===== src/irq_regs_pkg.sv =====
// Register map, field positions and reset values of the interrupt status and mask block
package irq_regs_pkg;

   // ****************************************************************
   // Level-2 groups
   // ****************************************************************
   localparam int NUM_GROUPS   = 8;
   localparam int G_GPIO_LOW   = 0;
   localparam int G_GPIO_HIGH  = 1;
   localparam int G_DEBUG_SER  = 2;
   localparam int G_INFRARED   = 3;
   localparam int G_PCI        = 4;
   localparam int G_SCU        = 5;
   localparam int G_CLK_SERIAL = 6;
   localparam int G_BUS_UNIT   = 7;

   // Register indices; byte address is four times the index
   localparam logic [31:0] GRP_STAT_IDX [NUM_GROUPS] = '{
      32'h0F00_0088, 32'h0F00_00A2, 32'h0F00_008A, 32'h0F00_00A4,
      32'h0F00_00AC, 32'h0F00_00AE, 32'h0F00_00B0, 32'h0F00_00B8};
   localparam logic [31:0] GRP_MASK_IDX [NUM_GROUPS] = '{
      32'h0F00_0094, 32'h0F00_00A8, 32'h0F00_0096, 32'h0F00_00AA,
      32'h0F00_00B2, 32'h0F00_00B4, 32'h0F00_00B6, 32'h0F00_00BA};
   // Implemented bit positions per group; all others are reserved
   localparam logic [15:0] GRP_VALID [NUM_GROUPS] = '{
      16'hBFFF, 16'hFFFF, 16'h0800, 16'h001F,
      16'h0001, 16'h0001, 16'h007F, 16'h0001};

   // ****************************************************************
   // Level-1 and control registers
   // ****************************************************************
   localparam logic [31:0] BATTERY_ROUTE_IDX  = 32'h0F00_0098;
   localparam logic [31:0] SOFTWARE_IRQ_IDX   = 32'h0F00_009A;
   localparam logic [31:0] L1_STATUS_TWO_IDX  = 32'h0F00_00A0;
   localparam logic [31:0] L1_MASK_TWO_IDX    = 32'h0F00_00A6;
   localparam logic [31:0] DMA_PAGE_CTRL_IDX  = 32'h0F00_0844;

   localparam logic [15:0] L1_TWO_VALID       = 16'h03FB;
   localparam logic [15:0] ROUTE_VALID        = 16'h0001;
   localparam logic [15:0] SOFT_VALID         = 16'h000F;
   localparam logic [15:0] DMA_CTRL_VALID     = 16'h0001;
   localparam logic [15:0] REG_RESET          = 16'h0000;

   // Level-1 status two bit positions
   localparam int BUS_UNIT_IRQ_BIT       = 9;
   localparam int CLOCKED_SERIAL_IRQ_BIT = 8;
   localparam int SCU_SOURCE_IRQ_BIT     = 7;
   localparam int PCI_LEVEL1_IRQ_BIT     = 6;
   localparam int DEBUG_SERIAL_L1_BIT    = 5;
   localparam int INFRARED_LEVEL1_BIT    = 4;
   localparam int TICK_COUNTER_IRQ_BIT   = 3;
   localparam int LED_IRQ_BIT            = 1;
   localparam int LONG_TIMER2_IRQ_BIT    = 0;

   // Other field positions
   localparam int BATTERY_ROUTE_SELECT   = 0;
   localparam int IR_RX_TWO_PAGE_BIT     = 3;
   localparam int IR_TX_TWO_PAGE_BIT     = 2;
   localparam int IR_RX_ONE_PAGE_BIT     = 1;
   localparam int IR_TX_ONE_PAGE_BIT     = 0;
   localparam int IR_ONE_PAGE_IRQ_CTRL   = 0;

   // Avalon response codes
   localparam logic [1:0] RESP_OKAY        = 2'b00;
   localparam logic [1:0] RESP_DECODEERROR = 2'b11;

   function automatic logic [31:0] addr_of(input logic [31:0] idx);
      return {idx[29:0], 2'b00};
   endfunction

endpackage


===== src/interrupt_status_mask_regs.sv =====
// Two-level interrupt status and mask registers with Avalon-MM slave
`timescale 1ns/1ps

module interrupt_status_mask_regs
   import irq_regs_pkg::*;
(
   // Clock and reset
   input  wire logic        mclk_i,
   input  wire logic        rst_n_i,
   // Avalon-MM slave
   input  wire logic [31:0] address_i,
   input  wire logic        read_i,
   input  wire logic        write_i,
   input  wire logic [31:0] writedata_i,
   input  wire logic [3:0]  byteenable_i,
   output logic [31:0]      readdata_o,
   output logic [1:0]       response_o,
   output logic             waitrequest_o,
   // Peripheral request levels
   input  wire logic [31:0] gpio_irq_i,
   input  wire logic        debug_serial_irq_i,
   input  wire logic [4:0]  infrared_irq_i,
   input  wire logic        pci_irq_i,
   input  wire logic        scu_irq_i,
   input  wire logic [6:0]  clocked_serial_irq_i,
   input  wire logic        bus_unit_irq_i,
   input  wire logic        tick_counter_irq_i,
   input  wire logic        led_irq_i,
   input  wire logic        long_timer2_irq_i,
   input  wire logic        battery_irq_i,
   // Core requests
   output logic             core_general_irq_o,
   output logic             nmi_o,
   output logic             long_timer2_core_irq_o,
   // Infrared DMA control
   output logic             ir_dma_stop_o
);

   // ****************************************************************
   // Declarations
   // ****************************************************************
   logic [15:0]           status_q [NUM_GROUPS];
   logic [15:0]           mask_q   [NUM_GROUPS];
   logic [15:0]           raw      [NUM_GROUPS];
   logic [NUM_GROUPS-1:0] pending;
   logic [15:0]           level1_status_two;
   logic [15:0]           level1_mask_two;
   logic [15:0]           battery_irq_route;
   logic [15:0]           software_irq_set;
   logic [15:0]           ir_dma_page_control_reg;
   logic                  battery_q;
   logic                  ack;
   logic                  req;
   logic                  wr_go;
   logic                  rd_load;
   logic [15:0]           rd_word;
   logic                  rd_hit;
   logic [15:0]           next_level1_status_two;
   logic                  next_general_irq;
   logic                  next_dma_stop;

   function automatic logic [15:0] merge(input logic [15:0] old_v,
                                         input logic [15:0] new_v,
                                         input logic [1:0]  be);
      return {be[1] ? new_v[15:8] : old_v[15:8], be[0] ? new_v[7:0] : old_v[7:0]};
   endfunction

   // ****************************************************************
   // Avalon handshake: one wait cycle per access
   // ****************************************************************
   assign req           = read_i | write_i;
   assign waitrequest_o = req & ~ack;
   assign wr_go         = write_i & ack;
   assign rd_load       = read_i & ~ack;

   always_ff @(posedge mclk_i) begin
      if (!rst_n_i) begin
         ack <= 1'b0;
      end else begin
         ack <= req & ~ack;
      end
   end

   // ****************************************************************
   // Level-2 groups
   // ****************************************************************
   assign raw[G_GPIO_LOW]   = gpio_irq_i[15:0];
   assign raw[G_GPIO_HIGH]  = gpio_irq_i[31:16];
   assign raw[G_DEBUG_SER]  = {4'h0, debug_serial_irq_i, 11'h000};
   assign raw[G_INFRARED]   = {11'h000, infrared_irq_i};
   assign raw[G_PCI]        = {15'h0000, pci_irq_i};
   assign raw[G_SCU]        = {15'h0000, scu_irq_i};
   assign raw[G_CLK_SERIAL] = {9'h000, clocked_serial_irq_i};
   assign raw[G_BUS_UNIT]   = {15'h0000, bus_unit_irq_i};

   for (genvar g = 0; g < NUM_GROUPS; g++) begin : gen_group
      // Status follows the sources only; bus writes never reach it
      always_ff @(posedge mclk_i) begin
         if (!rst_n_i) begin
            status_q[g] <= REG_RESET;
         end else begin
            status_q[g] <= raw[g] & GRP_VALID[g];
         end
      end

      always_ff @(posedge mclk_i) begin
         if (!rst_n_i) begin
            mask_q[g] <= REG_RESET;
         end else if (wr_go && address_i == addr_of(GRP_MASK_IDX[g])) begin
            // Reserved positions stay zero
            mask_q[g] <= merge(mask_q[g], writedata_i[15:0], byteenable_i[1:0])
                         & GRP_VALID[g];
         end
      end

      masked_group u_group (
         .status_i  (status_q[g]),
         .mask_i    (mask_q[g]),
         .pending_o (pending[g])
      );

   end

   // ****************************************************************
   // Control registers
   // ****************************************************************
   always_ff @(posedge mclk_i) begin
      if (!rst_n_i) begin
         level1_mask_two <= REG_RESET;
      end else if (wr_go && address_i == addr_of(L1_MASK_TWO_IDX)) begin
         level1_mask_two <= merge(level1_mask_two, writedata_i[15:0], byteenable_i[1:0])
                            & L1_TWO_VALID;
      end
   end

   always_ff @(posedge mclk_i) begin
      if (!rst_n_i) begin
         battery_irq_route <= REG_RESET;
      end else if (wr_go && address_i == addr_of(BATTERY_ROUTE_IDX)) begin
         battery_irq_route <= merge(battery_irq_route, writedata_i[15:0], byteenable_i[1:0])
                              & ROUTE_VALID;
      end
   end

   always_ff @(posedge mclk_i) begin
      if (!rst_n_i) begin
         software_irq_set <= REG_RESET;
      end else if (wr_go && address_i == addr_of(SOFTWARE_IRQ_IDX)) begin
         software_irq_set <= merge(software_irq_set, writedata_i[15:0], byteenable_i[1:0])
                             & SOFT_VALID;
      end
   end

   always_ff @(posedge mclk_i) begin
      if (!rst_n_i) begin
         ir_dma_page_control_reg <= REG_RESET;
      end else if (wr_go && address_i == addr_of(DMA_PAGE_CTRL_IDX)) begin
         ir_dma_page_control_reg <= merge(ir_dma_page_control_reg, writedata_i[15:0],
                                          byteenable_i[1:0]) & DMA_CTRL_VALID;
      end
   end

   // ****************************************************************
   // Level-1 status two
   // ****************************************************************
   always_comb begin
      next_level1_status_two                         = REG_RESET;
      next_level1_status_two[BUS_UNIT_IRQ_BIT]       = pending[G_BUS_UNIT];
      next_level1_status_two[CLOCKED_SERIAL_IRQ_BIT] = pending[G_CLK_SERIAL];
      next_level1_status_two[SCU_SOURCE_IRQ_BIT]     = pending[G_SCU];
      next_level1_status_two[PCI_LEVEL1_IRQ_BIT]     = pending[G_PCI];
      next_level1_status_two[DEBUG_SERIAL_L1_BIT]    = pending[G_DEBUG_SER];
      next_level1_status_two[INFRARED_LEVEL1_BIT]    = pending[G_INFRARED];
      next_level1_status_two[TICK_COUNTER_IRQ_BIT]   = tick_counter_irq_i;
      next_level1_status_two[LED_IRQ_BIT]            = led_irq_i;
      next_level1_status_two[LONG_TIMER2_IRQ_BIT]    = long_timer2_irq_i;
   end

   always_ff @(posedge mclk_i) begin
      if (!rst_n_i) begin
         level1_status_two <= REG_RESET;
         battery_q         <= 1'b0;
      end else begin
         level1_status_two <= next_level1_status_two;
         battery_q         <= battery_irq_i;
      end
   end

   // ****************************************************************
   // Core request outputs
   // ****************************************************************
   always_comb begin
      next_general_irq = (|(level1_status_two & level1_mask_two
                            & ~(16'h0001 << LONG_TIMER2_IRQ_BIT)))
                         | pending[G_GPIO_LOW] | pending[G_GPIO_HIGH]
                         | (|software_irq_set)
                         | (battery_q & battery_irq_route[BATTERY_ROUTE_SELECT]);
   end

   always_comb begin
      next_dma_stop = status_q[G_INFRARED][IR_RX_TWO_PAGE_BIT]
                    | status_q[G_INFRARED][IR_TX_TWO_PAGE_BIT]
                    | (ir_dma_page_control_reg[IR_ONE_PAGE_IRQ_CTRL]
                       & (status_q[G_INFRARED][IR_RX_ONE_PAGE_BIT]
                          | status_q[G_INFRARED][IR_TX_ONE_PAGE_BIT]));
   end

   always_ff @(posedge mclk_i) begin
      if (!rst_n_i) begin
         core_general_irq_o     <= 1'b0;
         nmi_o                  <= 1'b0;
         long_timer2_core_irq_o <= 1'b0;
         ir_dma_stop_o          <= 1'b0;
      end else begin
         core_general_irq_o     <= next_general_irq;
         nmi_o                  <= battery_q & ~battery_irq_route[BATTERY_ROUTE_SELECT];
         long_timer2_core_irq_o <= level1_status_two[LONG_TIMER2_IRQ_BIT]
                                   & level1_mask_two[LONG_TIMER2_IRQ_BIT];
         ir_dma_stop_o          <= next_dma_stop;
      end
   end

   // ****************************************************************
   // Register read
   // ****************************************************************
   always_comb begin
      rd_word = REG_RESET;
      rd_hit  = 1'b0;
      for (int g = 0; g < NUM_GROUPS; g++) begin
         if (address_i == addr_of(GRP_STAT_IDX[g])) begin
            rd_word = status_q[g];
            rd_hit  = 1'b1;
         end else if (address_i == addr_of(GRP_MASK_IDX[g])) begin
            rd_word = mask_q[g];
            rd_hit  = 1'b1;
         end
      end
      if (address_i == addr_of(L1_STATUS_TWO_IDX)) begin
         rd_word = level1_status_two;
         rd_hit  = 1'b1;
      end else if (address_i == addr_of(L1_MASK_TWO_IDX)) begin
         rd_word = level1_mask_two;
         rd_hit  = 1'b1;
      end else if (address_i == addr_of(BATTERY_ROUTE_IDX)) begin
         rd_word = battery_irq_route;
         rd_hit  = 1'b1;
      end else if (address_i == addr_of(SOFTWARE_IRQ_IDX)) begin
         rd_word = software_irq_set;
         rd_hit  = 1'b1;
      end else if (address_i == addr_of(DMA_PAGE_CTRL_IDX)) begin
         rd_word = ir_dma_page_control_reg;
         rd_hit  = 1'b1;
      end
   end

   always_ff @(posedge mclk_i) begin
      if (!rst_n_i) begin
         readdata_o <= 32'h0000_0000;
         response_o <= RESP_OKAY;
      end else if (rd_load) begin
         readdata_o <= {16'h0000, rd_word};
         response_o <= rd_hit ? RESP_OKAY : RESP_DECODEERROR;
      end else if (write_i && !ack) begin
         response_o <= (rd_hit || address_i == addr_of(DMA_PAGE_CTRL_IDX))
                       ? RESP_OKAY : RESP_DECODEERROR;
      end
   end
endmodule


===== src/masked_group.sv =====
// One level-2 group: status ANDed with mask, gathered into one request
`timescale 1ns/1ps
module masked_group (
   // Level-2 state
   input  wire logic [15:0] status_i,
   input  wire logic [15:0] mask_i,
   // Gathered request
   output logic             pending_o
);
   assign pending_o = |(status_i & mask_i);
endmodule


===== config.mk =====
export PLATFORM = sky130hd
export DESIGN_NAME = interrupt_status_mask_regs
export DESIGN_NICKNAME = d
export VERILOG_FILES = /design/src/irq_regs_pkg.sv /design/src/interrupt_status_mask_regs.sv /design/src/masked_group.sv
export SDC_FILE = /design/constraint.sdc
export NUM_CORES = 1
export LEC_CHECK = 0
export ABC_CLOCK_PERIOD_IN_PS = 6050
export BUFFER_PORTS_ARGS = -buffer_cell sky130_fd_sc_hd__buf_2
export CELL_PAD_IN_SITES_DETAIL_PLACEMENT = 1
export CELL_PAD_IN_SITES_GLOBAL_PLACEMENT = 2
export CORE_MARGIN = 2
export CORE_UTILIZATION = 36
export DETAILED_ROUTE_END_ITERATION = 8
export PLACE_DENSITY_LB_ADDON = 0.1
export SLEW_MARGIN = 20
export SYNTH_ARGS = -nofsm -noshare
export SYNTH_HDL_FRONTEND = slang
export SYNTH_SLANG_ARGS = --single-unit

===== constraint.sdc =====
create_clock -name mclk_i -period 6.05 [get_ports mclk_i]
set_input_delay 0.9075 -clock mclk_i [delete_from_list [all_inputs] [get_ports mclk_i]]
set_output_delay 0.9075 -clock mclk_i [all_outputs]
set_load 0.05 [all_outputs]

==> impl_metrics.ini <==
[cells_and_area]
multi_input_area_um2 = 3230
n_antenna_cell = 0
top_regs = mask_q x47, status_q x47, readdata_o x16
nets = 917
register_area_um2 = 3290
nFillCells = 2128
layout-drive-gt1-share_pct = 24.4
syn2layout_area_growth_pct = 20.3
post-route-util_pct = 43.8

[detailed_routing]
vias_per_cell = 6.02
met3_wirelength_um = 1950
first_pass_iters = 6
wl_met1_um = 11400
num_vias = 6260
drtAntennaViolNets = 0
wl_per_cell_um = 25.9
highest_layer = met4
routed_wl_um = 27000
drtIter0Drc = 578
drcViolationCount = 0
wl_met2_um = 12800

[setup_path]
path_common_cell = nand2_1
cp_slowest_cell = nor4_4
cp_cell_sequence = buf_2 > nor4_2 > nand2_1 > nor4_4 > and2b_1 > nand2_1 > nand2_1
critPathLaunchType = input port
cp_data_arrival_time_ps = 3740
crit_fanout = 16
crit_type = input port to register
max_stage_delay_ps = 740
crit_required_ps = 6150
end_kind = register

[pwr]
power_mw = 2.34
leakage_nw = 3.11
ir_drop_mv = 0.174
p_per_area_nw_per_um2 = 287

[logic_synthesis]
synth_flop_cell = dfxtp_1
synthCells = 678
synth_seq_cells = 141
ys_async_sr_fraction_pct = 0
yosysSeqAreaShare_pct = 48.6
synth-edff-count = 47
post_synth.cell_area_avg_um2 = 9.99
syn_area_um2 = 6770
yosys_warnings = 0
yosysUniqueCellTypes = 70

[run]
maxCapViolCount = 0

[clock_tree]
clk_path_buf_depth = 2
cts.sink_count = 141
cts_buffers = 17
cts_setup_buffers = 0
cts_hold_buf = 0
cts_root_buffer = clkbuf_16
cts_tree = yes
clk_pin_slew_worst_paths_ps = 60
clock_latency_ps = 440
h-tree-depth = 4
cts_resized = 0

[floorplan]
core_area_um2 = 18600
pin_count = 163
rows = 50
fp.dieArea_um2 = 19900
die_x_um = 141
die_y_um = 141
floorplan.initialDensity_pct = 36.5

[grt]
grt_pass1_wl_um = 39800
grt_pass1_vias = 6306
grt-ovfl-total = 0
grt_max_degree = 59
antenna_found_initial = 0
grt_usage_pct = 27.2

[sta]
setup_viol = 0
slew_headroom_pct = 32.9
final_max_slew_viol_count = 0
tns_ps = 0
rsz0062_at_grt = false
fin_skew_ps = 9.67
period_needed_ps = 3640
clock.fmax_mhz = 275
hold_viol_final = 0
worst_pin_slew_ps = 996
period_share_pct = 60.2

[min_path]
min_path_type = register to register

[placed_design]
hpwlAfterDp_um = 19400
io_buffers = 127
place_congestion = 0.917

[status]
run_status = completed
==> synthesized netlist by cell type (all sizes together) (13+ instances only) <==
| cell | count | area, µm² |
|---|---|---|
| and2 | 88 | 551 |
| a22oi | 26 | 195 |
| and3 | 15 | 93.8 |
| nand2 | 44 | 165 |
| clkbuf | 29 | 109 |
| o21ai | 27 | 135 |
| nand3 | 19 | 95.1 |
| nor3 | 16 | 124 |
| buf | 30 | 195 |
| dfxtp | 94 | 1880 |
| edfxtp | 47 | 1410 |
| nor2 | 32 | 120 |
| a221oi | 13 | 120 |
| a21oi | 36 | 180 |
| nand4 | 14 | 100 |
==> layout by cell type (no fill, tap or decap), types with 5 or more instances in the layout <==
cell type / count
a22o_1: 6
mux2i_1: 10
and3_1: 15
buf_2: 127
a21oi_1: 36
o31ai_1: 8
nor4_2: 5
a221oi_1: 12
clkbuf_16: 17
and2_1: 88
nor3_1: 11
a222oi_1: 7
conb_1: 16
nor4_1: 6
or3_1: 8
a211oi_1: 8
o21ai_0: 25
buf_4: 13
dfxtp_1: 94
o22ai_1: 7
nand3_1: 19
edfxtp_1: 47
nand2_1: 44
a211o_1: 6
nor2_1: 31
nand2b_1: 5
a22oi_1: 26
a221o_1: 5
nand4_1: 12
==> power breakdown <==
part           switching [mW]  internal [mW]
clock network           0.453          0.613
logic                   0.154         0.0709
registers              0.0338           1.02
total                   0.640           1.70
==> layout make-up <==
class / instances / share of cell area (%)
inverters: 4 / 0.184
multi-input cells: 489 / 39.6
clock inverters: 15 / 1.97
clock buffers: 17 / 5.22
well taps: 234 / 3.59
flip-flops and latches: 141 / 40.4
repair buffers: 140 / 9.00
==> stage by stage <==
stage / setup slack, ps / std cells / area, µm² / hold WS (ps)
5_1_grt: 2160 / 1040 / 8150 / 492
2_1_floorplan: 2960 / 693 / 6830 / 418
4_1_cts: 2420 / 1040 / 8140 / 461
6_report: 2410 / 1040 / 8150 / 458
3_3_place_gp: 1950 / 1008 / 7560 / 445
3_5_place_dp: 1990 / 1008 / 7560 / 447
==> final timing paths <==
kind                 startpoint            to  slack [ps]  cells past startpoint
hold / removal        battery_q         nmi_o         460                      2
hold reg to reg       battery_q         nmi_o         460                      2
setup reg to reg            ack  mask_q[0][9]        3640                      4
setup / recovery  address_i[14]  mask_q[0][9]        2410                      7
==> worst max-delay path, delay by kind of cell <==
family                 cells  cell delay, ps
buffers and inverters      1             110
and+or+nand+nor            6            2710
==> routing by layer <==
| layer | vias up | track usage [%] |
|---|---|---|
| met4 | 0 | 10.9 |
| met5 | - | 0 |
| met1 | 3116 | 36.2 |
| li1 | 2777 | - |
| met3 | 65 | 5.20 |
| met2 | 302 | 43.7 |
==> kinds of logic (layout without fill, tap and decap cells) <==
kind of cell / count (synthesis) / count (layout) / synth area share, %
DFF: 141 / 141 / 48.6
and+or+nand+nor: 289 / 289 / 26.7
muxes: 10 / 10 / 1.48
buffers and inverters: 63 / 176 / 4.71
AOI/OAI and AO/OA: 174 / 174 / 18.4
other: 1 / 16 / 0.0554
Note: power is estimated with default switching activity, not from simulation.
